===== src/rtl/pcr_pkg.sv =====
`default_nettype none

package pcr_pkg;

  // Host register port geometry
  localparam int          ADDR_W         = 11;
  localparam int          DATA_W         = 16;

  // Register byte offsets
  localparam logic [10:0] OFS_RATE_LOW   = 11'h610;
  localparam logic [10:0] OFS_RATE_HIGH  = 11'h612;
  localparam logic [10:0] OFS_DUR_LOW    = 11'h614;
  localparam logic [10:0] OFS_DUR_HIGH   = 11'h616;
  localparam logic [10:0] OFS_MSG_CFG    = 11'h620;

  // Rate high word and control fields
  localparam int          RATE_DIR_BIT   = 15;
  localparam int          TEMP_EN_BIT    = 14;
  localparam int          RATE_HI_MSB    = 13;
  localparam int          RATE_W         = 30;
  localparam int          DUR_W          = 32;

  // Message configuration fields
  localparam int          MSG_W          = 8;
  localparam int          MSG_AS_BIT     = 7;
  localparam int          MSG_1588_BIT   = 6;
  localparam int          MSG_ETH_BIT    = 5;
  localparam int          MSG_IPV4_BIT   = 4;
  localparam int          MSG_IPV6_BIT   = 3;
  localparam int          MSG_P2P_BIT    = 2;
  localparam int          MSG_MASTER_BIT = 1;
  localparam int          MSG_ONE_STEP   = 0;

  // Reset values
  localparam logic [7:0]  MSG_CFG_RESET  = 8'h59;
  localparam logic [15:0] WORD_RESET     = 16'h0000;

  // Timing: system clock, reference period and sub-phase grain
  localparam int          CLK_PERIOD_NS  = 10;
  localparam int          REF_PERIOD_NS  = 40;
  localparam int          SUB_PHASE_NS   = 8;
  localparam int          REF_DIV        = REF_PERIOD_NS / CLK_PERIOD_NS;
  localparam int          SUB_PHASES     = REF_PERIOD_NS / SUB_PHASE_NS;

  // Time accumulator: nanoseconds above 32 fraction bits of 2^-32 ns
  localparam int          NS_W           = 30;
  localparam int          FRAC_W         = 32;
  localparam int          ACC_W          = NS_W + FRAC_W;
  localparam logic [61:0] REF_STEP       = 62'(REF_PERIOD_NS) << FRAC_W;

endpackage

`default_nettype wire


===== src/rtl/pcr_tick_if.sv =====
`default_nettype none

// Reference tick and temporary adjustment timer signals
interface pcr_tick_if;
  logic        ref_tick;
  logic [2:0]  sub_phase;
  logic        start;
  logic        stop;
  logic [31:0] duration;
  logic        busy;
  logic        done;

  modport divider (output ref_tick, output sub_phase);
  modport timer   (input ref_tick, input start, input stop, input duration,
                   output busy, output done);
  modport core    (input ref_tick, input sub_phase, input busy, input done,
                   output start, output stop, output duration);
endinterface

`default_nettype wire


===== src/rtl/pcr_rate_adjust.sv =====
// Operation
// - Direction 1 adds the rate value to time each reference cycle.
// - Direction 0 subtracts the rate value from time each reference cycle.
// - Writing enable 1 starts a timed adjustment with programmed rate and direction.
// - Enable clears itself when the duration ends; reads 1 while running.
// - Writing enable 0 turns temporary adjustment off.
// - Rate is 30 bits of 2^-32 ns split high 14, low 16.
// - Each reference cycle time advances by 40 ns, plus or minus rate only while a timed run or continuous mode is adjusting.
// - A zero rate value disables continuous and temporary adjustment.
// - Duration is a 32-bit count of reference cycles in two words.
// - 802.1AS mode bit forwards every PTP packet to the host port.
// - Bit 6 enables 1588 mode, set after reset.
// - Bits 5,4,3 enable raw Ethernet, IPv4 and IPv6 detection.
// - Bit 2 picks peer-to-peer when 1, end-to-end after reset.
// - Bit 1 makes host port master when 1, slave after reset.
// - Bit 0 picks one-step when 1, set after reset.
// - Time updates once per reference period with 8 ns sub-phase.
`default_nettype none

module pcr_rate_adjust
  import pcr_pkg::*;
(
  // Clock and reset
  input  wire logic                       clk,
  input  wire logic                       sys_rst,
  // Host register port
  input  wire logic [pcr_pkg::ADDR_W-1:0] reg_addr,
  input  wire logic                       reg_wr,
  input  wire logic                       reg_rd,
  input  wire logic [pcr_pkg::DATA_W-1:0] reg_wdata,
  output logic      [pcr_pkg::DATA_W-1:0] reg_rdata,
  output logic                            reg_rvalid,
  // Time outputs
  output logic      [pcr_pkg::NS_W-1:0]   rtc_ns,
  output logic      [pcr_pkg::FRAC_W-1:0] rtc_subns,
  output logic      [2:0]                 rtc_sub_phase,
  output logic                            rtc_update,
  output logic                            rate_adjusting,
  // Message handling configuration
  output logic                            as_fwd_all_host,
  output logic                            ptp1588_enable,
  output logic                            detect_raw_eth,
  output logic                            detect_ipv4_udp,
  output logic                            detect_ipv6_udp,
  output logic                            tc_peer_to_peer,
  output logic                            host_port_master,
  output logic                            one_step_mode
);
  import pcr_pkg::*;

  pcr_tick_if tk ();

  // Reference rate divider and temporary run timer
  pcr_ref_divider u_div (
    .clk     (clk),
    .sys_rst (sys_rst),
    .tk      (tk.divider)
  );

  pcr_adj_timer u_tmr (
    .clk     (clk),
    .sys_rst (sys_rst),
    .tm      (tk.timer)
  );

  // Software-visible state
  logic                 rate_direction;
  logic [RATE_W-1:0]    rate;
  logic [DUR_W-1:0]     duration;
  logic [MSG_W-1:0]     msg_cfg;
  logic                 temp_spent;
  logic [ACC_W-1:0]     acc;

  // Address decode
  wire hit_rate_lo = (reg_addr == OFS_RATE_LOW);
  wire hit_rate_hi = (reg_addr == OFS_RATE_HIGH);
  wire hit_dur_lo  = (reg_addr == OFS_DUR_LOW);
  wire hit_dur_hi  = (reg_addr == OFS_DUR_HIGH);
  wire hit_msg     = (reg_addr == OFS_MSG_CFG);

  wire wr_rate_lo  = reg_wr && hit_rate_lo;
  wire wr_rate_hi  = reg_wr && hit_rate_hi;
  wire wr_dur_lo   = reg_wr && hit_dur_lo;
  wire wr_dur_hi   = reg_wr && hit_dur_hi;
  wire wr_msg      = reg_wr && hit_msg;

  // Rate value as it will stand after this cycle's write
  wire [RATE_W-1:0] next_rate =
    wr_rate_hi ? {reg_wdata[RATE_HI_MSB:0], rate[15:0]} :
    wr_rate_lo ? {rate[RATE_W-1:16], reg_wdata} : rate;
  wire next_rate_zero = (next_rate == '0);

  // Enable bit writes: a 1 with zero rate starts nothing
  wire temp_wr_one  = wr_rate_hi && reg_wdata[TEMP_EN_BIT];
  assign tk.start    = temp_wr_one && !next_rate_zero;
  assign tk.stop     = wr_rate_hi && !reg_wdata[TEMP_EN_BIT];
  assign tk.duration = duration;

  // Rate and direction registers
  always_ff @(posedge clk or posedge sys_rst) begin
    if (sys_rst) begin
      rate_direction <= 1'b0;
      rate           <= '0;
    end else begin
      rate <= next_rate;
      if (wr_rate_hi) begin
        rate_direction <= reg_wdata[RATE_DIR_BIT];
      end
    end
  end

  // Duration words; changing them mid-run moves the end point
  always_ff @(posedge clk or posedge sys_rst) begin
    if (sys_rst) begin
      duration <= {WORD_RESET, WORD_RESET};
    end else begin
      if (wr_dur_lo) begin
        duration[15:0] <= reg_wdata;
      end
      if (wr_dur_hi) begin
        duration[31:16] <= reg_wdata;
      end
    end
  end

  // After a timed run ends, continuous mode stays off until the rate is rewritten.
  // A finish landing in the same cycle as a rate write wins.
  wire rate_written = wr_rate_lo || wr_rate_hi;
  always_ff @(posedge clk or posedge sys_rst) begin
    if (sys_rst) begin
      temp_spent <= 1'b0;
    end else if (tk.done) begin
      temp_spent <= 1'b1;
    end else if (rate_written) begin
      temp_spent <= 1'b0;
    end
  end

  // Adjustment gating: timed run, or continuous when not spent
  wire rate_zero   = (rate == '0);
  wire cont_mode   = !tk.busy && !temp_spent;
  wire adjust_now  = !rate_zero && (tk.busy || cont_mode);

  // Per-period step of 40 ns plus or minus the rate
  wire [ACC_W-1:0] rate_ext  = {{(ACC_W-RATE_W){1'b0}}, rate};
  wire [ACC_W-1:0] step_add  = REF_STEP + rate_ext;
  wire [ACC_W-1:0] step_sub  = REF_STEP - rate_ext;
  wire [ACC_W-1:0] step      = !adjust_now     ? REF_STEP :
                               rate_direction ? step_add : step_sub;
  wire [ACC_W-1:0] next_acc  = acc + step;

  // Time accumulator steps once per reference period
  always_ff @(posedge clk or posedge sys_rst) begin
    if (sys_rst) begin
      acc <= '0;
    end else if (tk.ref_tick) begin
      acc <= next_acc;
    end
  end

  assign rtc_ns    = acc[ACC_W-1:FRAC_W];
  assign rtc_subns = acc[FRAC_W-1:0];

  // Update strobe, sub-phase and adjusting status follow the tick
  always_ff @(posedge clk or posedge sys_rst) begin
    if (sys_rst) begin
      rtc_update     <= 1'b0;
      rtc_sub_phase  <= 3'h0;
      rate_adjusting <= 1'b0;
    end else begin
      rtc_update     <= tk.ref_tick;
      rtc_sub_phase  <= tk.sub_phase;
      if (tk.ref_tick) begin
        rate_adjusting <= adjust_now;
      end
    end
  end

  // Message configuration word; upper byte reserved
  always_ff @(posedge clk or posedge sys_rst) begin
    if (sys_rst) begin
      msg_cfg <= MSG_CFG_RESET;
    end else if (wr_msg) begin
      msg_cfg <= reg_wdata[MSG_W-1:0];
    end
  end

  // Configuration bits go straight out of their flops
  assign as_fwd_all_host  = msg_cfg[MSG_AS_BIT];
  assign ptp1588_enable   = msg_cfg[MSG_1588_BIT];
  assign detect_raw_eth   = msg_cfg[MSG_ETH_BIT];
  assign detect_ipv4_udp  = msg_cfg[MSG_IPV4_BIT];
  assign detect_ipv6_udp  = msg_cfg[MSG_IPV6_BIT];
  assign tc_peer_to_peer  = msg_cfg[MSG_P2P_BIT];
  assign host_port_master = msg_cfg[MSG_MASTER_BIT];
  assign one_step_mode    = msg_cfg[MSG_ONE_STEP];

  // Read data select; enable bit shows the live run state
  wire [DATA_W-1:0] rd_rate_hi = {rate_direction, tk.busy, rate[RATE_W-1:16]};
  wire [DATA_W-1:0] rd_msg     = {8'h00, msg_cfg};
  wire [DATA_W-1:0] rd_sel     =
    hit_rate_lo ? rate[15:0]      :
    hit_rate_hi ? rd_rate_hi      :
    hit_dur_lo  ? duration[15:0]  :
    hit_dur_hi  ? duration[31:16] :
    hit_msg     ? rd_msg          : WORD_RESET;

  // Read answer one cycle after the strobe; unmapped reads give zero
  always_ff @(posedge clk or posedge sys_rst) begin
    if (sys_rst) begin
      reg_rdata  <= WORD_RESET;
      reg_rvalid <= 1'b0;
    end else begin
      reg_rvalid <= reg_rd;
      if (reg_rd) begin
        reg_rdata <= rd_sel;
      end
    end
  end
endmodule // pcr_rate_adjust

`default_nettype wire


===== src/rtl/pcr_ref_divider.sv =====
`default_nettype none

module pcr_ref_divider
  import pcr_pkg::*;
(
  // Clock and reset
  input  wire logic clk,
  input  wire logic sys_rst,
  // Tick output
  pcr_tick_if.divider tk
);
  localparam logic [2:0] DIV_LAST = 3'(REF_DIV - 1);

  logic [2:0] cyc;
  wire        wrap = (cyc == DIV_LAST);

  // Reference period counter; tick marks the start of each period
  always_ff @(posedge clk or posedge sys_rst) begin
    if (sys_rst) begin
      cyc         <= 3'h0;
      tk.ref_tick <= 1'b0;
    end else begin
      cyc         <= wrap ? 3'h0 : cyc + 3'h1;
      tk.ref_tick <= wrap;
    end
  end

  // Sub-phase: 10 ns steps mapped onto 8 ns slots, the fifth slot never shows
  always_ff @(posedge clk or posedge sys_rst) begin
    if (sys_rst) begin
      tk.sub_phase <= 3'h0;
    end else begin
      tk.sub_phase <= wrap ? 3'h0 : tk.sub_phase + 3'h1;
    end
  end
endmodule // pcr_ref_divider

`default_nettype wire


===== src/rtl/pcr_adj_timer.sv =====
`default_nettype none

module pcr_adj_timer
  import pcr_pkg::*;
(
  // Clock and reset
  input  wire logic clk,
  input  wire logic sys_rst,
  // Timer control and status
  pcr_tick_if.timer tm
);
  logic [DUR_W-1:0] count;
  wire  [DUR_W-1:0] count_inc = count + 32'h1;
  wire              last_tick = tm.busy && tm.ref_tick && (count_inc >= tm.duration);

  // Counts reference cycles of a temporary run; start beats end and stop
  always_ff @(posedge clk or posedge sys_rst) begin
    if (sys_rst) begin
      tm.busy <= 1'b0;
      tm.done <= 1'b0;
      count   <= 32'h0;
    end else begin
      tm.done <= 1'b0;
      if (tm.start) begin
        tm.busy <= 1'b1;
        count   <= 32'h0;
      end else if (tm.stop) begin
        tm.busy <= 1'b0;
      end else if (last_tick) begin
        tm.busy <= 1'b0;
        tm.done <= 1'b1;
      end else if (tm.busy && tm.ref_tick) begin
        count   <= count_inc;
      end
    end
  end
endmodule // pcr_adj_timer

`default_nettype wire


===== config.mk =====
export PLATFORM = sky130hd
export DESIGN_NAME = pcr_rate_adjust
export DESIGN_NICKNAME = d
export VERILOG_FILES = /design/src/rtl/pcr_pkg.sv /design/src/rtl/pcr_tick_if.sv /design/src/rtl/pcr_rate_adjust.sv /design/src/rtl/pcr_ref_divider.sv /design/src/rtl/pcr_adj_timer.sv
export SDC_FILE = /design/constraint.sdc
export NUM_CORES = 1
export LEC_CHECK = 0
export BUFFER_PORTS_ARGS = -buffer_cell sky130_fd_sc_hd__buf_2
export CORE_ASPECT_RATIO = 0.6
export CORE_UTILIZATION = 35
export CTS_BUF_LIST = sky130_fd_sc_hd__clkbuf_8
export DETAILED_ROUTE_END_ITERATION = 10
export GPL_TIMING_DRIVEN = 0
export MAX_ROUTING_LAYER = met4
export PLACE_DENSITY_LB_ADDON = 0.1
export SYNTH_ARGS = -nofsm -noshare
export SYNTH_HDL_FRONTEND = slang
export SYNTH_SLANG_ARGS = --single-unit

===== constraint.sdc =====
create_clock -name clk -period 6.4 [get_ports clk]
set_input_delay 1.28 -clock clk [delete_from_list [all_inputs] [get_ports clk]]
set_output_delay 1.28 -clock clk [all_outputs]
set_load 0.05 [all_outputs]

== Word-level counts from Yosys, hierarchy flattened ==
Index checks and enable logic that the tools add are counted.

* Add/sub/neg operators: 6
* Magnitude comparators: 1
* Eq/ne operators: 8
* Mux-type cells: 23
* Reduce and logical (&&, ||, !) cells: 25

{| class="wikitable"
|+ Operator list
! operator !! number
|-
| two-way mux 32 bit || 4
|-
| two-way mux 62 bit || 2
|-
| two-way mux 16 bit || 5
|-
| adder 62 bit || 1
|-
| logical NOT 30 bit || 2
|-
| == test 11 bit (second input constant) || 5
|-
| adder 38 x 30 -> 39 bit (first input constant) || 1
|-
| subtractor 38 x 30 -> 39 bit (first input constant) || 1
|-
| adder 32 x 1 -> 32 bit (second input constant) || 1
|-
| >= comparator 32 bit || 1
|-
| two-way mux 30 bit || 1
|-
| logical AND 1 bit || 12
|-
| two-way mux 1 bit || 8
|-
| two-way mux 8 bit || 1
|-
| adder 3 x 1 -> 3 bit (second input constant) || 2
|-
| two-way mux 3 bit || 2
|-
| logical NOT 1 bit || 5
|-
| != test 2 bit (second input constant) || 2
|-
| nonzero test 2 bit || 2
|-
| == test 3 x 2 -> 1 bit (second input constant) || 1
|-
| AND reduction 3 bit || 1
|-
| nonzero test 3 bit || 1
|-
| logical OR 1 bit || 2
|}

* Register bits after elaboration: 197
* Bits of input ports: 31
* Output and inout port bits: 92
* Word-level logic and storage cells: 81

== Depth between registers and ports, before layout ==
* Depth in word-level cells: 9
* Mapped depth: 24
* Mapped depth without buffers: 21

== Hierarchy ==
Synthesis repeated with hierarchy kept, for this count alone.

* Cells, all modules: 1,360
* Area total of the unflattened synthesis: 12,803.5 sq um

{| class="wikitable"
|+ By module, submodules not included
! module !! instances !! cells each !! area an instance (sq um) !! sequential area each (sq um)
|-
| pcr_rate_adjust || 1 || 983 || 9,409.0 || 3,908.7
|-
| pcr_adj_timer || 1 || 359 || 3,138.0 || 850.8
|-
| pcr_ref_divider || 1 || 18 || 256.5 || 175.2
|}

== Worst setup path before layout ==
No wires, ideal clock.

* Path type: register to register
* Start point: register rate[7]
* End point: register acc[40]
* Library setup time: 0.142 ns
* Arrival time: 5.459 ns
* Required time: 6.258 ns
* Slack: 0.798 ns
* Stages on the path, launching flop included: 22
* Path buffers: 3
* Period minus slack after synthesis: 5.602 ns
* Cells stage by stage: dfrtp_1 or4_1 nor4_1 and2_1 nand2_1 or4_1 nor2_1 a22o_1 clkbuf_1 clkbuf_1 nor2_1 ha_1 nand4_1 or2_2 nor4b_1 o311ai_0 a2111oi_0 o21ai_0 a41oi_1 buf_2 nand4_1 xnor2_1

* Longest elaborated chain between the ends: 5
* Elaborated cells between the ends (all ways): 8
* Classes of those cells: add/sub: 3; mux: 2; reduce/logical: 3

{| class="wikitable"
|+ RTL lines
! what !! RTL line !! RTL
|-
| start: declaration || pcr_rate_adjust.sv:68 || <nowiki>logic [RATE_W-1:0] rate;</nowiki>
|-
| start signal: assignment || pcr_rate_adjust.sv:105 || <nowiki>rate <= next_rate;</nowiki>
|-
| branches (longest 3 deep; another with subtractor 38 x 30 -> 39 bit) || -- ||
|-
| two-way mux 62 bit * || pcr_rate_adjust.sv:148 || <nowiki>wire [ACC_W-1:0] step = !adjust_now ? REF_STEP :</nowiki>
|-
| adder 62 bit * || pcr_rate_adjust.sv:150 || <nowiki>wire [ACC_W-1:0] next_acc = acc + step;</nowiki>
|-
| end signal: assignment || pcr_rate_adjust.sv:157 || <nowiki>acc <= next_acc;</nowiki>
|-
| end: declaration || pcr_rate_adjust.sv:72 || <nowiki>logic [ACC_W-1:0] acc;</nowiki>
|}

Mark *: on every way between the ends.
A chain may end at the register's enable or synchronous reset.

== Worst setup path after layout ==
* Start point: register rate[8]
* End point: register acc[35]

The elaborated chain is that of the path after synthesis.

==> qor.csv <==
metric;value;unit
DR iter-0 viols;832;
Final Hold Viols;0;
multiplexer area fraction after synthesis;10.3;%
Synth area leaders;dfrtp_1, mux2_2, ha_1;
minimum clock period;6120;ps
Hold Path Depth;0;
first-pass detailed-route iteration total;5;
DRC viols;0;
I/O Buffers;122;
share of cells above drive strength 1;20.0;%
Post-Syn Area;0.0124;mm2
met3 Use GR;3.65;%
die height;148;um
CP cell instances;or4_1 -> nor4_1 -> and2_1 -> nand2_1 -> or4_1 -> nor2_1 -> a22o_4 -> clkbuf_2 -> nor2_1 -> ha_1 -> a21o_1 -> a21oi_1 -> a211oi_1 -> o311a_1 -> o31ai_1 -> o221ai_1 -> o21ai_0 -> xor2_1 -> a21oi_1;
Worst EP required;6750;ps
Synth Area in Simple Gates;16.0;%
Worst Min Path Start;u_div.tk.ref_tick;
number of global-route vias before repair;9840;
Post-Syn Instances;1309;
P_sw;2.09;mW
grt met1 use;35.9;%
total global-route track usage;21.9;%
Least-Margin Pin Slew;1380;ps
ys async rst share;100;%
Final ANT Viol Nets;0;
first-pass GRT wire length;58.9;mm
post-synthesis sequential area ratio;39.8;%
RSZ-0062 raised after global routing;no;
syn nets;1413;
Worst Path Arrival;6460;ps
Synth Flop Type;dfrtp_1;
clock slew at reported path FFs;120;ps
sw frac;45.8;%
DP Cell Count;1895;
vias per cell;5.40;
Num CTS Buffers;17;
reg2reg setup slack;280;ps
DR WL/cell;19.5;um
core area;0.0343;mm2
crit end category;flip-flop;
Internal;2.48;mW
met2 Track Usage GR;26.7;%
largest family of logic cells by synthesized area;simple AND/OR/NAND/NOR gates;
Synth top area share;38.9;%
die width;245;um
Slew Viols, Final;0;
die area;0.0362;mm2
later-pin clock latency in the skew report;510;ps
CP top delay family;compound AO/OA/AOI/OAI gates;
CP max FO;10;
FP Rows;52;
H-tree depth;4;
busiest layer in global routing;met1;
FF-to-FF path depth;19;
CTS root buffer;clkbuf_8;
via count;10407;
gpl congestion;0.923;
Worst R2R Start;rate[8];
Hold EP;rtc_update;
adder-cell share of the synthesized area;7.42;%
crit-path max cell delay;770;ps
Setup Crit Path Kind;reg2reg;
post-synthesis xor/xnor area fraction;8.19;%
Max-Cap Viols;0;
combinational share of power;47.2;%
RR Endpoint;acc[35];
maximum VDD drop;305;uV
cts hold-fix bufs;0;
Yosys cell types;69;
initial antenna violation count;0;
Compound-Gate Fraction of Synth Area;14.4;%
Clock Tree Buf Depth;2;
Setup violations, final;0;
Post-synth EDFFs;0;
CP Launch Type;flip-flop;
post-detail-place hpwl;29.6;mm
FF+latch count, synth;197;
Non-Filler Instances;1929;
fmax;0.164;GHz
slowest cell on the critical path;o31ai_1;
Tcrit/Tclk final;95.6;%
status;complete, no violations;
area delta synth->final;14.5;%
nets@finish;1560;
Hold Slack;387;ps
Seq pwr share;33.4;%
Layout Skew;14.8;ps
P_leak;6.56;nW
Ports;123;
sum of negative setup slack;0;ps
Initial Utilization;36.2;%
CTS tree;done;
worst hold path class;reg2reg;
largest area contributor in the netlist;dfrtp_1;
WP buf/inv;1;
Power Density;322;mW/mm2
PnR Total Power;4.57;mW
largest net degree at the start of global routing;42;
Post-Syn Area per Cell;9.48;um2
Syn. warnings;0;
CTS Sinks;197;
total grt overflow;0;
total wire length;37.6;mm
Slew Limit Headroom;8.02;%
Clock power frac;19.4;%
[power groups by stage]
stage	sequential, mW	combinational, mW	clock, mW
after floorplan	1.99	1.15	0
after global placement	1.56	2.10	0
after detailed placement	1.55	2.10	0
after CTS	1.53	2.12	0.926
after global routing	1.55	2.35	0.971
final	1.53	2.16	0.889
[how the worst max path moves through the flow]
| stage | startpoint | to | depth (start not counted) |
|---|---|---|---|
| 2_1_floorplan | rate[7] | acc[40] | 21 |
| 3_3_place_gp | rate[8] | acc[48] | 21 |
| 3_5_place_dp | rate[8] | acc[50] | 21 |
| 4_1_cts | rate[8] | acc[50] | 20 |
| 5_1_grt | rate[8] | acc[31] | 19 |
| 6_report | rate[8] | acc[35] | 19 |
[logic make-up after synthesis]
kind of cell             Yosys count
AND/OR/NAND/NOR                  396
multiplexers                     107
flip-flops                       197
adder cells (fa/ha/maj)           73
buffers and inverters            126
AO/OA/AOI/OAI                    294
XOR/XNOR                         116
[layout make-up]
| type | instances | area, um2 |
|---|---|---|
| clock inverters | 15 | 180 |
| inverters | 72 | 274 |
| repair buffers | 130 | 733 |
| multi-input cells | 986 | 7070 |
| well taps | 459 | 574 |
| clock buffers | 17 | 234 |
| diodes | 1 | 2.50 |
| fillers | 3445 | 20100 |
| flip-flops and latches | 197 | 4930 |
| plain buffers | 52 | 214 |
[synthesized netlist by cell type (9+ instances only)]
library cell	instances
a21o_1	28
a21oi_1	94
a31oi_1	11
and3_1	11
clkbuf_1	45
dfrtp_1	193
ha_1	72
inv_1	72
mux2_2	89
mux2i_1	10
nand2_1	101
nand3_1	36
nand4_1	25
nor2_1	108
nor2b_1	11
nor3_1	16
nor4_1	16
o21ai_0	90
or3_1	25
or4_1	9
xnor2_1	79
xor2_1	37
[per-layer routing]
layer  share of wire [%]  vias to the layer above  routed length, um
met2                  37                      255              14000
met3                 5.3                       25               1980
met5                   0                        -                  0
li1                    -                     4998                  -
met1                  56                     5129              21200
met4                0.98                        0                369
[repair_timing]
action / 4_1_cts / 5_1_grt
hold endpoints to repair: 0 / 0
buffers inserted: 1 / 2
resized for setup: 7 / 13
endpoints found under the setup margin: 34 / 49
pin swaps: 1 / 2
[flip-flops by register name (all words and copies together) (netlist names), 8 cells and up]
name         flops
u_tmr.count     32
reg_rdata       16
duration        32
rate            30
msg_cfg          8
acc             62
[cell usage in the layout (no fill, tap or decap), types with 14 or more instances in the layout]
master | netlist | final
nor3_1 | 16 | 16
dfrtp_1 | 193 | 193
inv_1 | 72 | 71
or3_1 | 25 | 25
ha_1 | 72 | 72
o21ai_0 | 90 | 90
nor4_1 | 16 | 14
clkbuf_8 | 0 | 17
nand4_1 | 25 | 25
nor2_1 | 108 | 108
clkbuf_1 | 45 | 39
xor2_1 | 37 | 37
nand2_1 | 101 | 101
a21o_1 | 28 | 28
a21oi_1 | 94 | 94
mux2_2 | 89 | 89
buf_2 | 2 | 124
xnor2_1 | 79 | 79
nand3_1 | 36 | 36
[through the flow]
| stage | util (%) | cell area [um2] | worst slack, ps |
|---|---|---|---|
| 6_report | 41.5 | 14200 | 284 |
| 5_1_grt | 41.4 | 14200 | 4.34 |
| 4_1_cts | 41.2 | 14100 | 13.9 |
| 3_5_place_dp | 39.9 | 13700 | -966 |
| 3_3_place_gp | 39.7 | 13600 | -1060 |
| 2_1_floorplan | - | 12400 | 798 |
Power figures use the tool's default switching activity.
